### src/fps_pkg.sv
package fps_pkg;
    // Register byte addresses on the AXI4-Lite bus
    localparam logic [3:0] ADDR_CONTROL = 4'h0;
    localparam logic [3:0] ADDR_KEY = 4'h4;
    localparam logic [3:0] ADDR_IRQ_STATUS = 4'h8;
    localparam logic [3:0] ADDR_IRQ_MASK = 4'hC;
    // Control register field positions
    localparam int START_BIT = 15;
    localparam int PERMIT_BIT = 14;
    localparam int FAULT_BIT = 13;
    localparam int ERASE_BIT = 6;
    localparam int CODE_LSB = 0;
    localparam logic [15:0] CONTROL_RESET = 16'h0000;
    // Unlock key values
    localparam logic [7:0] KEY_FIRST = 8'h55;
    localparam logic [7:0] KEY_SECOND = 8'hAA;
    // Operation codes
    localparam logic [3:0] OP_BULK = 4'hF;
    localparam logic [3:0] OP_SEGMENT = 4'hD;
    localparam logic [3:0] OP_WORD = 4'h3;
    localparam logic [3:0] OP_PAGE = 4'h2;
    localparam logic [3:0] OP_ROW = 4'h1;
    localparam logic [3:0] OP_CONFIG = 4'h0;
    // Geometry
    localparam int PAGE_BYTES = 1536;
    localparam int ROW_BYTES = 192;
    // Durations in oscillator cycles
    localparam int ROW_CYCLES = 11064;
    localparam int OTHER_CYCLES = 11064;
    // Interrupt status bits
    localparam int IRQ_DONE = 0;
    localparam int IRQ_FAULT = 1;
    // AXI responses
    localparam logic [1:0] RESP_OKAY = 2'b00;
    localparam logic [1:0] RESP_SLVERR = 2'b10;

    typedef enum logic [2:0] {
        FPS_NONE, FPS_BULK, FPS_SEGMENT, FPS_PAGE, FPS_CONFIG, FPS_WORD, FPS_ROW
    } fps_op_e;

    // Operation request to the array
    typedef struct packed {
        fps_op_e op;
        logic busy;
    } fps_op_s;
endpackage

### src/fps_flash_program_erase_sequencer.sv
// The AXI4-Lite register port and the register offsets were left to the implementer.
`timescale 1ns/10ps
module fps_flash_program_erase_sequencer #(
    parameter int ROW_TICKS = fps_pkg::ROW_CYCLES,    // Row write length
    parameter int OTHER_TICKS = fps_pkg::OTHER_CYCLES, // Other operations length
    parameter int ADDR_W = 24                         // Target address width
) (
    input wire logic aclk,                   // System clock, 125 MHz
    input wire logic aresetn,                // Synchronous reset, low
    input wire logic osc_tick,               // Internal oscillator tick enable
    input wire logic [ADDR_W-1:0] target_addr, // Table pointer address
    input wire logic [3:0] s_axi_awaddr,     // Write address
    input wire logic s_axi_awvalid,          // Write address valid
    output logic s_axi_awready,              // Write address ready
    input wire logic [31:0] s_axi_wdata,     // Write data
    input wire logic [3:0] s_axi_wstrb,      // Write strobes
    input wire logic s_axi_wvalid,           // Write data valid
    output logic s_axi_wready,               // Write data ready
    output logic [1:0] s_axi_bresp,          // Write response
    output logic s_axi_bvalid,               // Write response valid
    input wire logic s_axi_bready,           // Write response ready
    input wire logic [3:0] s_axi_araddr,     // Read address
    input wire logic s_axi_arvalid,          // Read address valid
    output logic s_axi_arready,              // Read address ready
    output logic [31:0] s_axi_rdata,         // Read data
    output logic [1:0] s_axi_rresp,          // Read response
    output logic s_axi_rvalid,               // Read data valid
    input wire logic s_axi_rready,           // Read data ready
    output logic cpu_stall,                  // Hold processor execution
    output fps_pkg::fps_op_s array_op,       // Operation to the array
    output logic [ADDR_W-1:0] array_addr,    // Aligned array address
    output logic irq                         // Level interrupt
);
    // Write channel state
    logic aw_held_r, aw_held_nxt;
    logic [3:0] aw_addr_r, aw_addr_nxt;
    logic w_held_r, w_held_nxt;
    logic [31:0] w_data_r, w_data_nxt;
    logic [3:0] w_strb_r, w_strb_nxt;
    logic bvalid_r, bvalid_nxt;
    logic [1:0] bresp_r, bresp_nxt;
    // Read channel state
    logic rvalid_r, rvalid_nxt;
    logic [31:0] rdata_r, rdata_nxt;
    logic [1:0] rresp_r, rresp_nxt;
    // Block state
    logic start_r, start_nxt;
    logic permit_r, permit_nxt;
    logic fault_r, fault_nxt;
    logic erase_r, erase_nxt;
    logic [3:0] code_r, code_nxt;
    logic [1:0] unlock_r, unlock_nxt;
    logic [15:0] ticks_r, ticks_nxt;
    fps_pkg::fps_op_e op_r, op_nxt;
    logic [ADDR_W-1:0] addr_r, addr_nxt;
    logic [1:0] sts_r, sts_nxt;
    logic [1:0] mask_r, mask_nxt;
    logic wr_fire;
    logic [15:0] ctrl_view;

    // operation decode
    // Erase bit picks the table, unlisted codes decode to none
    function automatic fps_pkg::fps_op_e decode_op(input logic erase, input logic [3:0] code);
        fps_pkg::fps_op_e res;
        res = fps_pkg::FPS_NONE;
        if (erase) begin
            if (code == fps_pkg::OP_BULK) res = fps_pkg::FPS_BULK;
            else if (code == fps_pkg::OP_SEGMENT) res = fps_pkg::FPS_SEGMENT;
            else if (code == fps_pkg::OP_PAGE) res = fps_pkg::FPS_PAGE;
            else if (code == fps_pkg::OP_CONFIG) res = fps_pkg::FPS_CONFIG;
        end else begin
            if (code == fps_pkg::OP_WORD) res = fps_pkg::FPS_WORD;
            else if (code == fps_pkg::OP_ROW) res = fps_pkg::FPS_ROW;
        end
        return res;
    endfunction

    function automatic logic [ADDR_W-1:0] align_addr(input logic [ADDR_W-1:0] a,
                                                     input int unsigned unit);
        return a - ADDR_W'(a % unit);
    endfunction

    assign wr_fire = aw_held_r && w_held_r && !bvalid_r;
    assign ctrl_view = {start_r, permit_r, fault_r, 6'h00, erase_r, 2'b00, code_r};

    // Bus, control and sequencer next state
    always_comb begin
        fps_pkg::fps_op_e dec;
        logic [15:0] wd;
        wd = w_data_r[15:0];
        // Decode with the fields this very write brings, lane 0 absent keeps the old ones
        dec = decode_op(w_strb_r[0] ? wd[fps_pkg::ERASE_BIT] : erase_r,
                        w_strb_r[0] ? wd[fps_pkg::CODE_LSB +: 4] : code_r);
        aw_held_nxt = aw_held_r;
        aw_addr_nxt = aw_addr_r;
        w_held_nxt = w_held_r;
        w_data_nxt = w_data_r;
        w_strb_nxt = w_strb_r;
        bvalid_nxt = bvalid_r;
        bresp_nxt = bresp_r;
        rvalid_nxt = rvalid_r;
        rdata_nxt = rdata_r;
        rresp_nxt = rresp_r;
        start_nxt = start_r;
        permit_nxt = permit_r;
        fault_nxt = fault_r;
        erase_nxt = erase_r;
        code_nxt = code_r;
        unlock_nxt = unlock_r;
        ticks_nxt = ticks_r;
        op_nxt = op_r;
        addr_nxt = addr_r;
        sts_nxt = sts_r;
        mask_nxt = mask_r;
        // Address and data taken in either order
        if (s_axi_awvalid && s_axi_awready) begin
            aw_held_nxt = 1'b1;
            aw_addr_nxt = s_axi_awaddr;
        end
        if (s_axi_wvalid && s_axi_wready) begin
            w_held_nxt = 1'b1;
            w_data_nxt = s_axi_wdata;
            w_strb_nxt = s_axi_wstrb;
        end
        if (bvalid_r && s_axi_bready) bvalid_nxt = 1'b0;
        // Status clear first so hardware sets below win
        if (wr_fire && aw_addr_r == fps_pkg::ADDR_IRQ_STATUS && w_strb_r[0])
            sts_nxt = sts_r & ~w_data_r[1:0];
        if (start_r && osc_tick) begin
            if (ticks_r <= 16'd1) begin
                start_nxt = 1'b0;
                op_nxt = fps_pkg::FPS_NONE;
                sts_nxt[fps_pkg::IRQ_DONE] = 1'b1;
            end else begin
                ticks_nxt = ticks_r - 16'd1;
            end
        end
        if (wr_fire) begin
            aw_held_nxt = 1'b0;
            w_held_nxt = 1'b0;
            bvalid_nxt = 1'b1;
            bresp_nxt = fps_pkg::RESP_OKAY;
            // any other write breaks the unlock
            unlock_nxt = 2'd0;
            if (aw_addr_r == fps_pkg::ADDR_KEY) begin
                if (w_strb_r[0] && wd[7:0] == fps_pkg::KEY_FIRST) unlock_nxt = 2'd1;
                else if (w_strb_r[0] && unlock_r == 2'd1 && wd[7:0] == fps_pkg::KEY_SECOND)
                    unlock_nxt = 2'd2;
            end else if (aw_addr_r == fps_pkg::ADDR_CONTROL) begin
                // Fields frozen while an operation runs
                if (!start_r && w_strb_r[0]) begin
                    erase_nxt = wd[fps_pkg::ERASE_BIT];
                    code_nxt = wd[fps_pkg::CODE_LSB +: 4];
                end
                if (!start_r && w_strb_r[1]) begin
                    permit_nxt = wd[fps_pkg::PERMIT_BIT];
                    fault_nxt = wd[fps_pkg::FAULT_BIT];
                    if (wd[fps_pkg::START_BIT]) begin
                        if (unlock_r != 2'd2 || !wd[fps_pkg::PERMIT_BIT]) begin
                            fault_nxt = 1'b1;
                            sts_nxt[fps_pkg::IRQ_FAULT] = 1'b1;
                        end else if (dec == fps_pkg::FPS_NONE) begin
                            fault_nxt = 1'b0;
                        end else begin
                            start_nxt = 1'b1;
                            fault_nxt = 1'b0;
                            op_nxt = dec;
                            ticks_nxt = (dec == fps_pkg::FPS_ROW) ? 16'(ROW_TICKS) :
                                        16'(OTHER_TICKS);
                            addr_nxt = (dec == fps_pkg::FPS_ROW) ?
                                       align_addr(target_addr, fps_pkg::ROW_BYTES) :
                                       align_addr(target_addr, fps_pkg::PAGE_BYTES);
                        end
                    end
                end
            end else if (aw_addr_r == fps_pkg::ADDR_IRQ_MASK) begin
                if (w_strb_r[0]) mask_nxt = w_data_r[1:0];
            end else if (aw_addr_r != fps_pkg::ADDR_IRQ_STATUS) begin
                bresp_nxt = fps_pkg::RESP_SLVERR;
            end
        end
        // Read side, answer one cycle after address
        if (rvalid_r && s_axi_rready) rvalid_nxt = 1'b0;
        if (s_axi_arvalid && s_axi_arready) begin
            rvalid_nxt = 1'b1;
            rresp_nxt = fps_pkg::RESP_OKAY;
            rdata_nxt = 32'h0000_0000;
            if (s_axi_araddr == fps_pkg::ADDR_CONTROL) rdata_nxt = {16'h0000, ctrl_view};
            else if (s_axi_araddr == fps_pkg::ADDR_KEY) rdata_nxt = 32'h0000_0000;
            else if (s_axi_araddr == fps_pkg::ADDR_IRQ_STATUS) rdata_nxt = {30'h0, sts_r};
            else if (s_axi_araddr == fps_pkg::ADDR_IRQ_MASK) rdata_nxt = {30'h0, mask_r};
            else rresp_nxt = fps_pkg::RESP_SLVERR;
        end
    end

    // Register everything
    always_ff @(posedge aclk) begin
        if (!aresetn) begin
            aw_held_r <= 1'b0;
            aw_addr_r <= 4'h0;
            w_held_r <= 1'b0;
            w_data_r <= 32'h0000_0000;
            w_strb_r <= 4'h0;
            bvalid_r <= 1'b0;
            bresp_r <= 2'b00;
            rvalid_r <= 1'b0;
            rdata_r <= 32'h0000_0000;
            rresp_r <= 2'b00;
            {start_r, permit_r, fault_r} <= fps_pkg::CONTROL_RESET[fps_pkg::START_BIT -: 3];
            erase_r <= fps_pkg::CONTROL_RESET[fps_pkg::ERASE_BIT];
            code_r <= fps_pkg::CONTROL_RESET[fps_pkg::CODE_LSB +: 4];
            unlock_r <= 2'd0;
            ticks_r <= 16'h0000;
            op_r <= fps_pkg::FPS_NONE;
            addr_r <= '0;
            sts_r <= 2'b00;
            mask_r <= 2'b00;
        end else begin
            aw_held_r <= aw_held_nxt;
            aw_addr_r <= aw_addr_nxt;
            w_held_r <= w_held_nxt;
            w_data_r <= w_data_nxt;
            w_strb_r <= w_strb_nxt;
            bvalid_r <= bvalid_nxt;
            bresp_r <= bresp_nxt;
            rvalid_r <= rvalid_nxt;
            rdata_r <= rdata_nxt;
            rresp_r <= rresp_nxt;
            start_r <= start_nxt;
            permit_r <= permit_nxt;
            fault_r <= fault_nxt;
            erase_r <= erase_nxt;
            code_r <= code_nxt;
            unlock_r <= unlock_nxt;
            ticks_r <= ticks_nxt;
            op_r <= op_nxt;
            addr_r <= addr_nxt;
            sts_r <= sts_nxt;
            mask_r <= mask_nxt;
        end
    end

    // Handshakes and outputs
    assign s_axi_awready = !aw_held_r && !bvalid_r;
    assign s_axi_wready = !w_held_r && !bvalid_r;
    assign s_axi_bvalid = bvalid_r;
    assign s_axi_bresp = bresp_r;
    assign s_axi_arready = !rvalid_r;
    assign s_axi_rvalid = rvalid_r;
    assign s_axi_rdata = rdata_r;
    assign s_axi_rresp = rresp_r;
    assign cpu_stall = start_r;
    assign array_op = '{op: op_r, busy: start_r};
    assign array_addr = addr_r;
    assign irq = |(sts_r & mask_r);

    AST_STALL: assert property (@(posedge aclk) disable iff (!aresetn)
        cpu_stall == start_r && (start_r == (op_r != fps_pkg::FPS_NONE)))
        else $error("stall and operation disagree");
    AST_FINISH: assert property (@(posedge aclk) disable iff (!aresetn)
        start_r && osc_tick && ticks_r == 16'd1 |=> !start_r && sts_r[fps_pkg::IRQ_DONE])
        else $error("operation did not finish");
    // start cannot be cleared by software
    AST_NOCLR: assert property (@(posedge aclk) disable iff (!aresetn)
        start_r && !(osc_tick && ticks_r <= 16'd1) |=> start_r)
        else $error("start dropped early");
    AST_KEYRD: assert property (@(posedge aclk) disable iff (!aresetn)
        s_axi_arvalid && s_axi_arready && s_axi_araddr == fps_pkg::ADDR_KEY
        |=> s_axi_rdata == 32'h0000_0000)
        else $error("key readable");
    AST_PERMIT: assert property (@(posedge aclk) disable iff (!aresetn)
        $rose(start_r) |-> permit_r)
        else $error("launch without permit");
    AST_UNLOCK: assert property (@(posedge aclk) disable iff (!aresetn)
        $rose(start_r) |-> $past(unlock_r) == 2'd2)
        else $error("launch without unlock");
    AST_FAULT: assert property (@(posedge aclk) disable iff (!aresetn)
        wr_fire && aw_addr_r == fps_pkg::ADDR_CONTROL && !start_r && w_strb_r[1]
        && w_data_r[fps_pkg::START_BIT] && unlock_r != 2'd2 |=> fault_r)
        else $error("fault not raised");
    AST_RSVD: assert property (@(posedge aclk) disable iff (!aresetn)
        ctrl_view[12:7] == 6'h00 && ctrl_view[5:4] == 2'b00)
        else $error("reserved bits set");
    COV_LAUNCH: cover property (@(posedge aclk) disable iff (!aresetn) $rose(start_r));
    COV_DONE: cover property (@(posedge aclk) disable iff (!aresetn) $fell(start_r));
    COV_FAULT: cover property (@(posedge aclk) disable iff (!aresetn) $rose(fault_r));
endmodule // fps_flash_program_erase_sequencer

### config.mk
export PLATFORM = sky130hd
export DESIGN_NAME = fps_flash_program_erase_sequencer
export DESIGN_NICKNAME = d
export VERILOG_FILES = /design/src/fps_pkg.sv /design/src/fps_flash_program_erase_sequencer.sv
export SDC_FILE = /design/constraint.sdc
export NUM_CORES = 1
export LEC_CHECK = 0
export ABC_AREA = 1
export BUFFER_PORTS_ARGS = -buffer_cell sky130_fd_sc_hd__buf_4
export CORE_ASPECT_RATIO = 2
export CORE_MARGIN = 2
export CORE_UTILIZATION = 62
export CTS_CLUSTER_DIAMETER = 80
export CTS_CLUSTER_SIZE = 14
export DETAILED_ROUTE_END_ITERATION = 10
export PLACE_DENSITY = 0.84
export SLEW_MARGIN = 20
export SYNTH_ARGS = -nofsm -noshare
export SYNTH_HDL_FRONTEND = slang
export SYNTH_SLANG_ARGS = --single-unit
export TNS_END_PERCENT = 5
### constraint.sdc
create_clock -name aclk -period 76.7 [get_ports aclk]
set_input_delay 15.34 -clock aclk [delete_from_list [all_inputs] [get_ports aclk]]
set_output_delay 15.34 -clock aclk [all_outputs]
set_load 0.1 [all_outputs]
==> flow_summary.toml <==
[status]
status = "finished clean"

[floorplan]
initial_core_util = 0.629
rows = 76
ios = 147
die_x_um = 108
core-area_um2 = 21500
die_area_um2 = 23100
die_height_um = 213

[logic_synthesis]
synth-edff-count = 0
ys_ff_latch = 85
synth-seq-area-share = 0.126
synth_top_family_by_area = "simple AND/OR/NAND/NOR gates"
synth_xor_area_frac = 0.0350
synth_flop_cell = "dfxtp_1"
synthArstFlopShare = 0
synth_cell_type_count = 63
synth.area.mux_share = 0
synth_compound_area_frac = 0.130
synthAdderAreaFrac = 0.0814
avgSynthCellArea_um2 = 6.15
netlist_area_um2 = 13500
synth_simple_gate_area_frac = 0.494
yosys_warnings = 0
syn_inst = 2201

[timing]
fin_crit_ps = 45470
final-max-slew-violation-count = 0
finClkSkew_ps = 13.3
rsz0062_at_grt = "no"
worstMarginPinSlew_ps = 931
setup_viol = 0
setup_tns_ps = 0
hold_viol = 0
max_slew_margin = 0.375
hold-worst-slack_ps = 468
max_freq_mhz = 22.0
finalCritPeriodShare = 0.593

[placed_design]
dp_cells = 2529
port_buffers = 94
gp_congestion = 1.02
dpl.hpwl_mm = 33.7

[global_routing]
use_met2 = 0.678
grt_pass1_vias = 14300
gr-usage-met1 = 0.283
top_usage_layer = "met2"
antenna_found_initial = 0
grt_max_degree = 61
use_met3 = 0.0443
grt_util_all_layers = 0.342
grt_pass1_wl_mm = 63.5
grt_remaining_overflow = 0

[setup_path]
crit_top_cell = "nand2_1"
worstSetupEndpointType = "flop"
crit_slowest_cell = "o21ai_0"
start_kind = "input port"
cp.arrival_ps = 45710
crit_path_max_fanout = 20
critical_path_class = "input port to flop"
slowest_delay_ps = 460
required_ps = 76940

[finish]
multi_input_area_um2 = 10100
layout.cells.non_filler = 2545
antenna_cells = 0
drive_above_1_share = 0.190
post-route-util = 0.677
final_nets = 2431
fillers = 2024
area_delta_synth_final_pct = 7.58
regArea_um2 = 1700

[clock_tree]
ctsResizeCount = 0
cts_hold_buf = 0
htreeDepth = 3
clock_path_buffers = 2
cts_tree = "yes"
clkTransAtPathRegs_ps = 70
clock_sinks = 85
insertion_delay_ps = 350
cts_root_buf = "clkbuf_16"
cts_setup_buffers = 0
cts_buffers = 9

[drt]
totalWireLength_mm = 40.4
viasPerCell = 5.75
via_count = 14600
dr.pass1.iters = 7
drc_errors = 0
wire_per_inst_um = 15.9
drt_iter0_drc = 808
ant_nets = 0

[run]
maxCapViolCount = 0

[hold_path]
min_path_type = "flop to flop"
cell families after synthesis:
| kind of cell | Yosys count |
|---|---|
| and+or+nand+nor | 1234 |
| buffers and inverters | 429 |
| AOI/OAI and AO/OA | 310 |
| adders and majority gates | 88 |
| DFF | 85 |
| xor gates and xnor gates | 54 |
| other | 1 |
cell usage after synthesis, types with 20 or more instances:
master	instances	area [um2]
clkbuf_1	32	120
nand2_1	444	1670
nand3_2	65	651
nor2_1	196	736
dfxtp_1	85	1700
nand4_1	67	419
nor2_2	29	181
buf_4	31	233
ha_1	88	1100
xnor2_1	24	210
a21oi_1	119	596
inv_1	333	1250
nand2_4	24	270
nor3_1	37	185
nand2_2	100	626
nor2_4	28	315
xor2_1	30	263
nand3_1	166	831
inv_2	20	75.1
o21ai_0	112	561
registers in the layout, indices dropped and copies added (netlist names), 3 cells and up:
register and count:
array_addr 21, aw_addr_r 4, code_r 4, op_r 3
s_axi_rdata 8, ticks_r 16, w_data_r 11
layer usage:
layer / part of all wire / routed length [um] / vias up
met4: 0.096 / 3880 / 0
met1: 0.33 / 13200 / 6663
met3: 0.040 / 1620 / 238
li1: - / - / 7267
met2: 0.54 / 21700 / 472
met5: 0 / 0 / -
through the flow:
| stage | setup WS, ps | area (um2) |
|---|---|---|
| 6_report | 31230 | 14600 |
| 5_1_grt | 28480 | 14600 |
| 4_1_cts | 31590 | 14500 |
| 3_5_place_dp | 31400 | 14300 |
| 3_3_place_gp | 32150 | 14300 |
| 2_1_floorplan | 36680 | 13600 |
layout make-up:
cell class | count | share of cell area
timing repair buffer | 98 | 0.0506
multi-input combinational | 1715 | 0.696
clock inverter | 7 | 0.00499
clock buffer | 9 | 0.0155
inverter | 358 | 0.0929
tap | 273 | 0.0235
sequential | 85 | 0.117
critical path, delay by kind of cell:
| family | cells | cell delay (ps) |
|---|---|---|
| compound gates | 44 | 9190 |
| simple gates | 94 | 12120 |
| xor+xnor | 4 | 1060 |
| fa+ha+maj | 19 | 5960 |
| buf+inv | 24 | 1960 |
cells in the final DEF (no fill, tap or decap), types with 29 or more instances in the layout:
master and count:
nand3_1 166, xor2_1 30, buf_4 98, nor3_1 36
inv_1 333, nand4_1 67, nand2_1 444, a21oi_1 119
nor2_1 196, nand3_2 65, o21ai_0 112, dfxtp_1 85
conb_1 29, ha_1 88, nand2_2 100, nor2_2 29
worst paths after layout:
check / from / end / slack (ps) / depth (start not counted)
setup / recovery: target_addr[23] / array_addr[23] / 31230 / 185
hold / removal: fault_r / s_axi_rdata[13] / 470 / 2
hold reg to reg: fault_r / s_axi_rdata[13] / 470 / 2
setup reg to reg: w_strb_r[0] / array_addr[23] / 44540 / 188
Power is left out: the tool's default activity adds up to more than one toggle a clock period on the data nets, which glitch-free logic cannot reach.
